**config.mk**
```make
export PLATFORM = sky130hd
export DESIGN_NAME = load_flag_add_sub_opcode_decoder
export DESIGN_NICKNAME = d
export VERILOG_FILES = /design/src/decoder_pkg.sv /design/src/opcode_classifier.sv /design/src/load_flag_add_sub_opcode_decoder.sv
export SDC_FILE = /design/constraint.sdc
export NUM_CORES = 1
export LEC_CHECK = 0
export BUFFER_PORTS_ARGS = -buffer_cell sky130_fd_sc_hd__buf_2
export CAP_MARGIN = 20
export CORE_ASPECT_RATIO = 1.25
export CORE_UTILIZATION = 63
export CTS_BUF_LIST = sky130_fd_sc_hd__clkbuf_8
export CTS_CLUSTER_SIZE = 28
export DETAILED_ROUTE_END_ITERATION = 8
export GPL_ROUTABILITY_DRIVEN = 0
export PLACE_DENSITY = 0.88
export SLEW_MARGIN = 40
export SYNTH_ARGS = -nofsm -noshare
export SYNTH_HDL_FRONTEND = slang
export SYNTH_SLANG_ARGS = --single-unit
```
**constraint.sdc**
```tcl
create_clock -name clk -period 5.55 [get_ports clk]
set_clock_uncertainty 0.15 [all_clocks]
set_input_delay 0.2775 -clock clk [delete_from_list [all_inputs] [get_ports clk]]
set_output_delay 0.2775 -clock clk [all_outputs]
set_load 0.005 [all_outputs]
```
**src/decoder_pkg.sv**
```systemverilog
package decoder_pkg;

    // ************************************************************
    // Operations and instruction forms
    // ************************************************************
    typedef enum logic [3:0] {
        OP_UNSUPPORTED,
        LOAD_EFFECTIVE_ADDRESS_OP,
        LOAD_POINTER_DATA_SEG_OP,
        LOAD_POINTER_EXTRA_SEG_OP,
        FLAGS_TO_ACC_HIGH_OP,
        ACC_HIGH_TO_FLAGS_OP,
        ADD_OP,
        ADD_CARRY_OP,
        SUB_OP
    } op_type;

    typedef enum logic [1:0] {
        FORM_SINGLE,
        FORM_MODRM,
        FORM_RM_IMM,
        FORM_ACC_IMM
    } form_type;

    typedef enum logic [1:0] {
        ST_OPCODE,
        ST_MODRM,
        ST_IMM_LO,
        ST_IMM_HI
    } state_type;

    // ************************************************************
    // Opcode encodings
    // ************************************************************
    localparam logic [7:0] OPC_LOAD_ADDR          = 8'h8d;
    localparam logic [7:0] OPC_LOAD_PTR_DATA      = 8'hc5;
    localparam logic [7:0] OPC_LOAD_PTR_EXTRA     = 8'hc4;
    localparam logic [7:0] OPC_FLAGS_TO_ACC_HIGH  = 8'h9f;
    localparam logic [7:0] OPC_ACC_HIGH_TO_FLAGS  = 8'h9e;
    localparam logic [5:0] PAT_ADD_RM       = 6'h00;
    localparam logic [5:0] PAT_ADC_RM       = 6'h04;
    localparam logic [5:0] PAT_SUB_RM       = 6'h0a;
    localparam logic [5:0] PAT_IMM_GROUP    = 6'h20;
    localparam logic [6:0] PAT_ADD_ACC      = 7'h02;
    localparam logic [6:0] PAT_ADC_ACC      = 7'h0a;
    localparam logic [2:0] REG_SEL_ADD      = 3'h0;
    localparam logic [2:0] REG_SEL_ADC      = 3'h2;
    localparam logic [1:0] MOD_REGISTER     = 2'h3;
    localparam logic [1:0] SW_WORD_IMM      = 2'h1;

    // ************************************************************
    // Field positions
    // ************************************************************
    localparam int BIT_W    = 0;
    localparam int BIT_D    = 1;
    localparam int BIT_S    = 1;
    localparam int MOD_HI   = 7;
    localparam int MOD_LO   = 6;
    localparam int REG_HI   = 5;
    localparam int REG_LO   = 3;
    localparam int RM_HI    = 2;
    localparam int SIGN_BIT = 7;

    // ************************************************************
    // Execution clock counts
    // ************************************************************
    localparam int COUNT_W = 5;
    localparam logic [COUNT_W-1:0] CLK_LOAD_ADDR   = 5'h03;
    localparam logic [COUNT_W-1:0] CLK_PTR_REAL    = 5'h07;
    localparam logic [COUNT_W-1:0] CLK_PTR_PROT    = 5'h15;
    localparam logic [COUNT_W-1:0] CLK_FLAGS_MOVE  = 5'h02;
    localparam logic [COUNT_W-1:0] CLK_ALU_REG     = 5'h02;
    localparam logic [COUNT_W-1:0] CLK_ALU_MEM     = 5'h07;
    localparam logic [COUNT_W-1:0] CLK_IMM_REG     = 5'h03;
    localparam logic [COUNT_W-1:0] CLK_IMM_MEM     = 5'h07;
    localparam logic [COUNT_W-1:0] CLK_ACC_IMM     = 5'h03;
    localparam logic [COUNT_W-1:0] CLK_NONE        = 5'h00;

endpackage : decoder_pkg

```
**src/opcode_classifier.sv**
```systemverilog
`timescale 1ns/1ps
`default_nettype none
module opcode_classifier (
    // Opcode byte
    input  wire logic [7:0]          opcodeByte,
    // Classification
    output var decoder_pkg::op_type   opKind,
    output var decoder_pkg::form_type formKind
);

    always_comb begin
        opKind   = decoder_pkg::OP_UNSUPPORTED;
        formKind = decoder_pkg::FORM_SINGLE;
        if (opcodeByte == decoder_pkg::OPC_LOAD_ADDR) begin
            opKind   = decoder_pkg::LOAD_EFFECTIVE_ADDRESS_OP;
            formKind = decoder_pkg::FORM_MODRM;
        end else if (opcodeByte == decoder_pkg::OPC_LOAD_PTR_DATA) begin
            opKind   = decoder_pkg::LOAD_POINTER_DATA_SEG_OP;
            formKind = decoder_pkg::FORM_MODRM;
        end else if (opcodeByte == decoder_pkg::OPC_LOAD_PTR_EXTRA) begin
            opKind   = decoder_pkg::LOAD_POINTER_EXTRA_SEG_OP;
            formKind = decoder_pkg::FORM_MODRM;
        end else if (opcodeByte == decoder_pkg::OPC_FLAGS_TO_ACC_HIGH) begin
            opKind = decoder_pkg::FLAGS_TO_ACC_HIGH_OP;
        end else if (opcodeByte == decoder_pkg::OPC_ACC_HIGH_TO_FLAGS) begin
            opKind = decoder_pkg::ACC_HIGH_TO_FLAGS_OP;
        end else if (opcodeByte[7:2] == decoder_pkg::PAT_ADD_RM) begin
            opKind   = decoder_pkg::ADD_OP;
            formKind = decoder_pkg::FORM_MODRM;
        end else if (opcodeByte[7:2] == decoder_pkg::PAT_ADC_RM) begin
            opKind   = decoder_pkg::ADD_CARRY_OP;
            formKind = decoder_pkg::FORM_MODRM;
        end else if (opcodeByte[7:2] == decoder_pkg::PAT_SUB_RM) begin
            opKind   = decoder_pkg::SUB_OP;
            formKind = decoder_pkg::FORM_MODRM;
        end else if (opcodeByte[7:2] == decoder_pkg::PAT_IMM_GROUP) begin
            // The operation is fixed later by the reg field of the ModR/M byte.
            formKind = decoder_pkg::FORM_RM_IMM;
        end else if (opcodeByte[7:1] == decoder_pkg::PAT_ADD_ACC) begin
            opKind   = decoder_pkg::ADD_OP;
            formKind = decoder_pkg::FORM_ACC_IMM;
        end else if (opcodeByte[7:1] == decoder_pkg::PAT_ADC_ACC) begin
            opKind   = decoder_pkg::ADD_CARRY_OP;
            formKind = decoder_pkg::FORM_ACC_IMM;
        end
    end

endmodule : opcode_classifier
`default_nettype wire

```
**src/load_flag_add_sub_opcode_decoder.sv**
```systemverilog
`timescale 1ns/1ps
`default_nettype none
module load_flag_add_sub_opcode_decoder #(
    parameter int COUNT_W = decoder_pkg::COUNT_W
) (
    // Clock and reset
    input  wire logic                   clk,
    input  wire logic                   sys_rst,
    // Byte stream from the prefetch queue
    input  wire logic                   byteValid,
    input  wire logic [7:0]             byteData,
    // Operating mode, high in protected mode
    input  wire logic                   protMode,
    // Decoded instruction
    output logic                        decValid,
    output var decoder_pkg::op_type     decOp,
    output logic                        decUnsupported,
    output logic                        decIllegal,
    output logic                        wordWidth,
    output logic                        regIsDest,
    output logic                        memOperand,
    output logic [1:0]                  modField,
    output logic [2:0]                  regField,
    output logic [2:0]                  rmField,
    output logic [15:0]                 immValue,
    output logic [1:0]                  immCount,
    output logic [COUNT_W-1:0]          clockCount
);

    // ************************************************************
    // Elaboration checks
    // ************************************************************
    if (COUNT_W < decoder_pkg::COUNT_W) begin : g_bad_width
        $error("COUNT_W too narrow for the largest clock count.");
    end

    // ************************************************************
    // Clock count lookup
    // ************************************************************
    function automatic logic [decoder_pkg::COUNT_W-1:0] count_of(
        input decoder_pkg::op_type   op,
        input decoder_pkg::form_type form,
        input logic                  isMem,
        input logic                  prot
    );
        logic [decoder_pkg::COUNT_W-1:0] cnt;
        cnt = decoder_pkg::CLK_NONE;
        unique case (op)
            decoder_pkg::LOAD_EFFECTIVE_ADDRESS_OP: cnt = decoder_pkg::CLK_LOAD_ADDR;
            decoder_pkg::LOAD_POINTER_DATA_SEG_OP,
            decoder_pkg::LOAD_POINTER_EXTRA_SEG_OP: begin
                cnt = prot ? decoder_pkg::CLK_PTR_PROT : decoder_pkg::CLK_PTR_REAL;
            end
            decoder_pkg::FLAGS_TO_ACC_HIGH_OP,
            decoder_pkg::ACC_HIGH_TO_FLAGS_OP: cnt = decoder_pkg::CLK_FLAGS_MOVE;
            decoder_pkg::ADD_OP,
            decoder_pkg::ADD_CARRY_OP,
            decoder_pkg::SUB_OP: begin
                if (form == decoder_pkg::FORM_ACC_IMM) begin
                    cnt = decoder_pkg::CLK_ACC_IMM;
                end else if (form == decoder_pkg::FORM_RM_IMM) begin
                    cnt = isMem ? decoder_pkg::CLK_IMM_MEM : decoder_pkg::CLK_IMM_REG;
                end else begin
                    cnt = isMem ? decoder_pkg::CLK_ALU_MEM : decoder_pkg::CLK_ALU_REG;
                end
            end
            decoder_pkg::OP_UNSUPPORTED: cnt = decoder_pkg::CLK_NONE;
        endcase
        return cnt;
    endfunction : count_of

    // ************************************************************
    // Captured bytes and sequencing
    // ************************************************************
    decoder_pkg::state_type stateReg;
    decoder_pkg::state_type stateNext;
    logic [7:0]             opcodeReg;
    logic [7:0]             modrmReg;
    logic [7:0]             immLoReg;
    logic [7:0]             effOpcode;
    logic [7:0]             effModrm;
    logic [7:0]             effImmLo;
    decoder_pkg::op_type    classOp;
    decoder_pkg::form_type  classForm;
    decoder_pkg::op_type    finalOp;
    logic                   twoImm;
    logic                   isMem;
    logic                   done;

    assign effOpcode = (stateReg == decoder_pkg::ST_OPCODE) ? byteData : opcodeReg;
    assign effModrm  = (stateReg == decoder_pkg::ST_MODRM)  ? byteData : modrmReg;
    assign effImmLo  = (stateReg == decoder_pkg::ST_IMM_LO) ? byteData : immLoReg;
    assign isMem     = effModrm[decoder_pkg::MOD_HI:decoder_pkg::MOD_LO] != decoder_pkg::MOD_REGISTER;

    opcode_classifier u_classifier (
        .opcodeByte (effOpcode),
        .opKind     (classOp),
        .formKind   (classForm)
    );

    always_comb begin
        twoImm = effOpcode[decoder_pkg::BIT_W];
        if (classForm == decoder_pkg::FORM_RM_IMM) begin
            twoImm = effOpcode[1:0] == decoder_pkg::SW_WORD_IMM;
        end
    end

    always_comb begin
        finalOp = classOp;
        if (classForm == decoder_pkg::FORM_RM_IMM) begin
            unique case (effModrm[decoder_pkg::REG_HI:decoder_pkg::REG_LO])
                decoder_pkg::REG_SEL_ADD: finalOp = decoder_pkg::ADD_OP;
                decoder_pkg::REG_SEL_ADC: finalOp = decoder_pkg::ADD_CARRY_OP;
                default:                  finalOp = decoder_pkg::OP_UNSUPPORTED;
            endcase
        end
    end

    always_comb begin
        stateNext = stateReg;
        done      = 1'b0;
        if (byteValid) begin
            unique case (stateReg)
                decoder_pkg::ST_OPCODE: begin
                    unique case (classForm)
                        decoder_pkg::FORM_SINGLE:  done = 1'b1;
                        decoder_pkg::FORM_ACC_IMM: stateNext = decoder_pkg::ST_IMM_LO;
                        decoder_pkg::FORM_MODRM,
                        decoder_pkg::FORM_RM_IMM:  stateNext = decoder_pkg::ST_MODRM;
                    endcase
                end
                decoder_pkg::ST_MODRM: begin
                    if (classForm == decoder_pkg::FORM_RM_IMM) begin
                        stateNext = decoder_pkg::ST_IMM_LO;
                    end else begin
                        stateNext = decoder_pkg::ST_OPCODE;
                        done      = 1'b1;
                    end
                end
                decoder_pkg::ST_IMM_LO: begin
                    if (twoImm) begin
                        stateNext = decoder_pkg::ST_IMM_HI;
                    end else begin
                        stateNext = decoder_pkg::ST_OPCODE;
                        done      = 1'b1;
                    end
                end
                decoder_pkg::ST_IMM_HI: begin
                    stateNext = decoder_pkg::ST_OPCODE;
                    done      = 1'b1;
                end
            endcase
        end
    end

    always_ff @(posedge clk) begin
        if (sys_rst) begin
            stateReg <= decoder_pkg::ST_OPCODE;
        end else begin
            stateReg <= stateNext;
        end
    end

    always_ff @(posedge clk) begin
        if (sys_rst) begin
            opcodeReg <= 8'h00;
            modrmReg  <= 8'h00;
            immLoReg  <= 8'h00;
        end else if (byteValid) begin
            opcodeReg <= effOpcode;
            modrmReg  <= effModrm;
            immLoReg  <= effImmLo;
        end
    end

    // ************************************************************
    // Decoded outputs
    // ************************************************************
    always_ff @(posedge clk) begin
        if (sys_rst) begin
            decValid <= 1'b0;
        end else begin
            decValid <= done;
        end
    end

    always_ff @(posedge clk) begin
        if (sys_rst) begin
            decOp          <= decoder_pkg::OP_UNSUPPORTED;
            decUnsupported <= 1'b0;
            decIllegal     <= 1'b0;
            wordWidth      <= 1'b0;
            regIsDest      <= 1'b0;
            memOperand     <= 1'b0;
            modField       <= 2'h0;
            regField       <= 3'h0;
            rmField        <= 3'h0;
            immValue       <= 16'h0000;
            immCount       <= 2'h0;
            clockCount     <= '0;
        end else if (done) begin
            decOp          <= finalOp;
            decUnsupported <= finalOp == decoder_pkg::OP_UNSUPPORTED;
            // Pointer loads need a memory operand.
            decIllegal     <= !isMem && (finalOp == decoder_pkg::LOAD_POINTER_DATA_SEG_OP ||
                              finalOp == decoder_pkg::LOAD_POINTER_EXTRA_SEG_OP);
            modField       <= effModrm[decoder_pkg::MOD_HI:decoder_pkg::MOD_LO];
            regField       <= effModrm[decoder_pkg::REG_HI:decoder_pkg::REG_LO];
            rmField        <= effModrm[decoder_pkg::RM_HI:0];
            memOperand     <= classForm inside {decoder_pkg::FORM_MODRM,
                              decoder_pkg::FORM_RM_IMM} && isMem;
            clockCount     <= COUNT_W'(count_of(finalOp, classForm, isMem, protMode));
            unique case (classForm)
                decoder_pkg::FORM_MODRM: begin
                    if (classOp inside {decoder_pkg::ADD_OP, decoder_pkg::ADD_CARRY_OP,
                                        decoder_pkg::SUB_OP}) begin
                        wordWidth <= effOpcode[decoder_pkg::BIT_W];
                        regIsDest <= effOpcode[decoder_pkg::BIT_D];
                    end else begin
                        wordWidth <= 1'b1;
                        regIsDest <= 1'b1;
                    end
                end
                decoder_pkg::FORM_SINGLE: begin
                    wordWidth <= 1'b0;
                    regIsDest <= 1'b0;
                end
                decoder_pkg::FORM_RM_IMM,
                decoder_pkg::FORM_ACC_IMM: begin
                    wordWidth <= effOpcode[decoder_pkg::BIT_W];
                    regIsDest <= 1'b0;
                end
            endcase
            if (stateReg == decoder_pkg::ST_IMM_HI) begin
                immValue <= {byteData, immLoReg};
                immCount <= 2'h2;
            end else if (stateReg == decoder_pkg::ST_IMM_LO) begin
                // An 8-bit immediate with s set is sign extended to the word.
                immValue <= {{8{classForm == decoder_pkg::FORM_RM_IMM &&
                                effOpcode[decoder_pkg::BIT_S] &&
                                byteData[decoder_pkg::SIGN_BIT]}}, byteData};
                immCount <= 2'h1;
            end else begin
                immValue <= 16'h0000;
                immCount <= 2'h0;
            end
        end
    end
endmodule : load_flag_add_sub_opcode_decoder
`default_nettype wire

```
Word level (Yosys, flattened, before mapping) --
Index checks and enable logic that the tools add are counted.
Word-level totals: flip-flop bits (word level) 67, latch bits 0, bits in writable memories 0, memory bits (read-only) 0, input bits 12, output and inout port bits 41, word-level logic and storage cells 119, memories 0
Cells by class: add/subtract/negate cells 0, multiply operators 0, divide/modulo/power cells 0, order comparisons 0, equality and inequality tests 31, shift-type cells 0, multiplexer cells 50, bitwise logic cells 0, reductions and logical operators 21
Operators with widths (count):
- 4-bit two-way mux | 11
- 8-bit == test, second input constant | 5
- 16-bit two-way mux | 2
- 2-bit two-way mux | 14
- 5-bit one-hot mux with 5 select lines | 1
- 4-bit by 3-bit == test with 1-bit output, second input constant | 6
- 8-bit two-way mux | 2
- 3-bit two-way mux | 5
- 2-bit == test, second input constant | 4
- 4-bit by 2-bit == test with 1-bit output, second input constant | 2
- 4-bit == test, second input constant | 2
- 1-bit two-way mux | 8
- 2-bit one-hot mux with 4 select lines | 1
- 2-bit OR reduction | 4
- 7-bit by 2-bit == test with 1-bit output, second input constant | 1
- 7-bit by 4-bit == test with 1-bit output, second input constant | 1
- 2-bit by 1-bit == test with 1-bit output, second input constant | 3
- 6-bit by 3-bit == test with 1-bit output, second input constant | 1
- 6-bit by 4-bit == test with 1-bit output, second input constant | 1
- 6-bit == test, second input constant | 1
- 6-bit logical NOT | 1
- 3-bit one-hot mux with 2 select lines | 1
- 3-bit OR reduction | 2
- 5-bit two-way mux | 1
- other kinds (17) | 22

Logic depth before layout (Yosys ltp) --
word-level depth 19, depth in mapped cells 15, depth with buffers taken out 12

By module --
From an unflattened synthesis, not the netlist that was laid out.
Second synthesis, totals: cell total of the unflattened synthesis 375, area, all modules 3251.9 um^2
Modules (own cells, without submodules):
- load_flag_add_sub_opcode_decoder | instances 1, cells an instance 349, area each 3086.7 um^2
- opcode_classifier | instances 1, cells an instance 26, area each 165.2 um^2

Worst setup path after synthesis --
No wires, ideal clock.
kind register to register, start point reg stateReg[1], end point reg clockCount[0], setup time 75 ps, arrival 2919 ps, setup slack 2406 ps, stages on the path, launching flop included 16, path buffers 3, clock period less this slack 3144 ps, path through dfxtp_1 or2_1 buf_6 buf_2 and3_1 o21bai_1 a21oi_1 nor2_1 ha_1 clkbuf_1 inv_1 o211ai_1 o32a_2 o41ai_2 or4_1 o22ai_1
On the way: cells in the longest elaborated chain, start to end 19, elaborated cells on any way between the ends 70
RTL lines:
- start, declared | RTL line load_flag_add_sub_opcode_decoder.sv:75 | decoder_pkg::state_type stateReg;
- start signal, assigned | RTL line load_flag_add_sub_opcode_decoder.sv:158 | stateReg <= decoder_pkg::ST_OPCODE;
- start signal, assigned | RTL line load_flag_add_sub_opcode_decoder.sv:160 | stateReg <= stateNext;
- 2-bit logical NOT | RTL line load_flag_add_sub_opcode_decoder.sv:90, load_flag_add_sub_opcode_decoder.sv:123
- 8-bit two-way mux | RTL line load_flag_add_sub_opcode_decoder.sv:90 | assign effOpcode = (stateReg == decoder_pkg::ST_OPCODE) ? byteData : opcodeReg;
- 7-bit by 4-bit == test with 1-bit output | RTL line opcode_classifier.sv:42 | end else if (opcodeByte[7:1] == decoder_pkg::PAT_ADC_ACC) begin
- 2-bit two-way mux | RTL line opcode_classifier.sv:42
- 2-bit two-way mux | RTL line opcode_classifier.sv:39 | end else if (opcodeByte[7:1] == decoder_pkg::PAT_ADD_ACC) begin
- 2-bit two-way mux | RTL line opcode_classifier.sv:36 | end else if (opcodeByte[7:2] == decoder_pkg::PAT_IMM_GROUP) begin
- 2-bit two-way mux | RTL line opcode_classifier.sv:33 | end else if (opcodeByte[7:2] == decoder_pkg::PAT_SUB_RM) begin
- 2-bit two-way mux | RTL line opcode_classifier.sv:30 | end else if (opcodeByte[7:2] == decoder_pkg::PAT_ADC_RM) begin
- [3 not listed]
- 2-bit two-way mux | RTL line opcode_classifier.sv:20 | end else if (opcodeByte == decoder_pkg::OPC_LOAD_PTR_EXTRA) begin
- 2-bit two-way mux | RTL line opcode_classifier.sv:17 | end else if (opcodeByte == decoder_pkg::OPC_LOAD_PTR_DATA) begin
- 2-bit two-way mux | RTL line opcode_classifier.sv:14 | if (opcodeByte == decoder_pkg::OPC_LOAD_ADDR) begin
- 2-bit == test
- 4-bit two-way mux or 1-bit two-way mux (tied branches) | RTL line load_flag_add_sub_opcode_decoder.sv:110, load_flag_add_sub_opcode_decoder.sv:103
- 4-bit by 3-bit == test with 1-bit output, or another cell as far along | RTL line load_flag_add_sub_opcode_decoder.sv:48 | unique case (op)
- 3-bit OR reduction, or another cell as far along | RTL line load_flag_add_sub_opcode_decoder.sv:48
- 5-bit one-hot mux with 5 select lines or 1-bit two-way mux (tied branches) | RTL line load_flag_add_sub_opcode_decoder.sv:48, load_flag_add_sub_opcode_decoder.sv:122
- end signal, assigned | RTL line load_flag_add_sub_opcode_decoder.sv:212 | clockCount <= COUNT_W'(count_of(finalOp, classForm, isMem, protMode));
- end, declared | RTL line load_flag_add_sub_opcode_decoder.sv:27 | output logic [COUNT_W-1:0] clockCount
Several ways; a longest one is shown, not always the timed one. A chain may end at the register's enable or synchronous reset.

Worst setup path in the final report --
start point reg stateReg[1], end point reg immValue[0]
On the way: cells in the longest elaborated chain, start to end 19, elaborated cells on any way between the ends 38
RTL lines:
- 2-bit logical NOT | RTL line load_flag_add_sub_opcode_decoder.sv:90, load_flag_add_sub_opcode_decoder.sv:123
- 8-bit two-way mux | RTL line load_flag_add_sub_opcode_decoder.sv:90
- 7-bit by 4-bit == test with 1-bit output | RTL line opcode_classifier.sv:42
- 2-bit two-way mux | RTL line opcode_classifier.sv:42
- 2-bit two-way mux | RTL line opcode_classifier.sv:39
- 2-bit two-way mux | RTL line opcode_classifier.sv:36
- 2-bit two-way mux | RTL line opcode_classifier.sv:33
- 2-bit two-way mux | RTL line opcode_classifier.sv:30
- [3 not listed]
- 2-bit two-way mux | RTL line opcode_classifier.sv:20
- 2-bit two-way mux | RTL line opcode_classifier.sv:17
- 2-bit two-way mux | RTL line opcode_classifier.sv:14
- 2-bit == test | RTL line load_flag_add_sub_opcode_decoder.sv:103, load_flag_add_sub_opcode_decoder.sv:133
- 1-bit two-way mux | RTL line load_flag_add_sub_opcode_decoder.sv:103 | if (classForm == decoder_pkg::FORM_RM_IMM) begin
- 1-bit two-way mux | RTL line load_flag_add_sub_opcode_decoder.sv:141 | if (twoImm) begin
- 1-bit one-hot mux with 4 select lines | RTL line load_flag_add_sub_opcode_decoder.sv:123 | unique case (stateReg)
- 1-bit two-way mux | RTL line load_flag_add_sub_opcode_decoder.sv:122 | if (byteValid) begin
- end signal, assigned | RTL line load_flag_add_sub_opcode_decoder.sv:235 | immValue <= {byteData, immLoReg};
- end signal, assigned | RTL line load_flag_add_sub_opcode_decoder.sv:239 | immValue <= {{8{classForm == decoder_pkg::FORM_RM_IMM &&
- end, declared | RTL line load_flag_add_sub_opcode_decoder.sv:25 | output logic [15:0] immValue,
Several ways; a longest one is shown, not always the timed one.

==> flow_metrics.env <==
export IMPL_critPathArrivalTime_ns=4.84
export IMPL_cts_root_buffer="clkbuf_8"
export IMPL_end_kind="flip-flop"
export IMPL_finalSetupViolations=0
export IMPL_syn_area_mm2=0.003197
export IMPL_clk_pin_slew_worst_paths_ns=0.07
export IMPL_syn_inst=375
export IMPL_timing_rr_start="stateReg[1]"
export IMPL_worst_ep_required_time_ns=5.61
export IMPL_clk_path_buf_depth=2
export IMPL_cts_hold_buf=0
export IMPL_rsz0062_at_grt="no"
export IMPL_fp_dieW_um=65.72
export IMPL_hold_path_end="clockCount[4]"
export IMPL_io_pins=53
export IMPL_start_util=0.6661
export IMPL_crit_type="reg2reg"
export IMPL_fillers=367
export IMPL_synth_edf_count=0
export IMPL_crit_path_start_kind="flip-flop"
export IMPL_crit_path_max_incr_delay_ns=0.79
export IMPL_slew_viol_final=0
export IMPL_dp_cells=454
export IMPL_cts_buffers=9
export IMPL_synth_distinct_cells=60
export IMPL_ys_async_sr_fraction=0
export IMPL_worst_slew_pin_slew_ns=0.7227
export IMPL_numPortBuffers=51
export IMPL_critical_path_buf_inv_count=2
export IMPL_drive_above_1_share=0.1976
export IMPL_grt_pass1_vias=2613
export IMPL_diodes=0
export IMPL_post_cts_resized=0
export IMPL_fin_area_mm2=0.003603
export IMPL_drcViolationCount=0
export IMPL_tritoncts="yes"
export IMPL_overflow=0
export IMPL_dpl_hpwl_um=5107
export IMPL_synth_nets=392
export IMPL_clk_latency_ns=0.35
export IMPL_grt_antenna_before_repair=0
export IMPL_num_vias=2918
export IMPL_yosysWarnings=0
export IMPL_r2r_end="immValue[0]"
export IMPL_clkSinkCount=66
export IMPL_grt_util_all_layers=0.3021
export IMPL_max_freq_mhz=209.3
export IMPL_place_area_mm2=0.003377
export IMPL_drtPass1Iterations=5
export IMPL_hold_class="in2reg"
export IMPL_synth_seq_cells=66
export IMPL_crit_family="compound AO/OA/AOI/OAI gates"
export IMPL_nets=422
export IMPL_r2r_slack_ns=0.77
export IMPL_htreeDepth=3
export IMPL_wl_per_cell_um=16.15
export IMPL_rr_worst_depth=12
export IMPL_first_iter_violations=276
export IMPL_hold_depth=3
export IMPL_core_area_mm2=0.004800
export IMPL_synth_ff_type="dfxtp_1"
export IMPL_min_from="protMode"
export IMPL_fin_crit_sh=0.8608
export IMPL_power_per_cell_area_mw_per_mm2=421.9
export IMPL_die_height_um=81.64
export IMPL_totalWireLength_um=7589
export IMPL_slew_headroom=0.5176
export IMPL_p_leak_uw=0.001535
export IMPL_seq_area_frac_synth=0.4133
export IMPL_critPathMaxFanout=23
export IMPL_viasPerCell=6.209
export IMPL_num_rows=28
export IMPL_fp_dieArea_mm2=0.005365
export IMPL_tns_ns=0
export IMPL_path_cells="or2_1 > a31oi_1 > or3_1 > nor2b_1 > inv_1 > ha_1 > a21boi_0 > a211oi_2 > o21ai_2 > buf_4 > a222oi_1 > nor2_1"
export IMPL_cts_setup_buffers=0
export IMPL_cp_slowest_cell="dfxtp_1"
export IMPL_hold_viol_final=0
export IMPL_ant_nets=0
export IMPL_drv_cap=0
export IMPL_layout_cells_non_filler=470
export IMPL_grt_pass1_wl_um=12210
export IMPL_status="finished, final reports clean"
export IMPL_synth_avg_cell_area_um2=8.525
export IMPL_ir_drop_mv=0.2787
export IMPL_grt_max_degree=68
export IMPL_finalCriticalPeriod_ns=4.778
export IMPL_syn_to_final_growth_pct=12.72
export IMPL_cp_depth=12
worst min-delay path, cell delays in order:
cell and delay [ns]:
buf_2 0.10, nand3_1 0.05, a21oi_1 0.06
power breakdown:
group / switching [uW] / internal [uW] / total [uW]
sequential: 56.9 / 535 / 592
clock: 189 / 266 / 455
combinational: 290 / 184 / 473
total: 536 / 985 / 1520
state kept, by name, summed over array words and instances (netlist names), 2 cells and up:
register    flops
opcodeReg       8
immLoReg        8
modrmReg        8
immCount        2
rmField         3
modField        2
clockCount      4
stateReg        2
immValue       16
decOp           4
regField        3
synth_stat cells (2+ instances only):
library cell | count | area share
nor2b_1 | 5 | 0.0098
nor3b_1 | 2 | 0.0047
mux2i_1 | 22 | 0.069
nand3_1 | 7 | 0.011
nor3_1 | 13 | 0.020
a311oi_1 | 8 | 0.022
o21ai_0 | 7 | 0.011
nor4_2 | 2 | 0.0078
dfxtp_1 | 66 | 0.41
a211oi_1 | 3 | 0.0070
o211ai_1 | 4 | 0.0094
nand2b_1 | 3 | 0.0059
a21oi_1 | 27 | 0.042
a222oi_1 | 8 | 0.025
nor4b_1 | 2 | 0.0055
clkbuf_1 | 18 | 0.021
buf_4 | 2 | 0.0047
nor2_1 | 66 | 0.077
a31oi_1 | 2 | 0.0039
a32oi_1 | 2 | 0.0055
ha_1 | 5 | 0.020
buf_2 | 10 | 0.016
and3_1 | 3 | 0.0059
inv_1 | 5 | 0.0059
buf_6 | 3 | 0.011
nand2_1 | 30 | 0.035
nor4_1 | 4 | 0.0078
o21ai_1 | 2 | 0.0031
o21bai_1 | 2 | 0.0047
o22ai_1 | 3 | 0.0059
or2_1 | 2 | 0.0039
o21a_1 | 3 | 0.0070
a22oi_1 | 7 | 0.016
per-stage QoR:
stage	hold slack (ns)	setup WS (ns)	util	total power, uW
after floorplan	0.2116	2.406	-	967.6
after global placement	0.2870	1.074	0.7031	1055
after detailed placement	0.2921	0.8716	0.7036	1067
after CTS	0.04392	0.8434	0.7508	1520
after global routing	0.07105	0.3351	0.7508	1603
final	0.04671	0.7724	0.7508	1520
cells in the final DEF, fill, tap and decap left out, drive strengths merged, types with 9 or more instances in the layout:
cell,synthesis,layout
nand2,30,30
a21oi,28,28
mux2i,22,22
clkbuf,19,10
nor2,66,66
nor3,13,13
dfxtp,66,66
o21ai,9,9
buf,15,53
area by class of cell:
type	count	area, um2	area share
clock buffers	10	137.6	0.03819
inverters	6	22.52	0.006250
multi-input cells	269	1685	0.4677
well taps	60	75.07	0.02083
repair buffers	53	272.8	0.07569
flip-flops and latches	66	1321	0.3667
clock inverters	6	88.84	0.02465
cells by family after synthesis:
logic type / share of synthesized area
AND/OR/NAND/NOR: 0.2196
AO/OA/AOI/OAI: 0.2168
flip-flops: 0.4133
buffers and inverters: 0.06066
multiplexers: 0.06888
adder cells (fa/ha/maj): 0.01957
other: 0.001173
per-layer routing:
| metal | global-route usage | up-vias | wire, um |
|---|---|---|---|
| met1 | 0.3588 | 1348 | 3139 |
| met4 | 0.1978 | 0 | 244 |
| met5 | 0 | - | 0 |
| met2 | 0.4949 | 135 | 3698 |
| li1 | - | 1409 | - |
| met3 | 0.05556 | 26 | 507 |
worst max path at each step:
stage,from,to
global route,stateReg[1],clockCount[0]
CTS,stateReg[0],immValue[13]
detailed placement,stateReg[1],immValue[0]
finish,stateReg[1],immValue[0]
global placement,stateReg[1],clockCount[0]
floorplan,stateReg[1],clockCount[0]
Power figures use the tool's default switching activity.
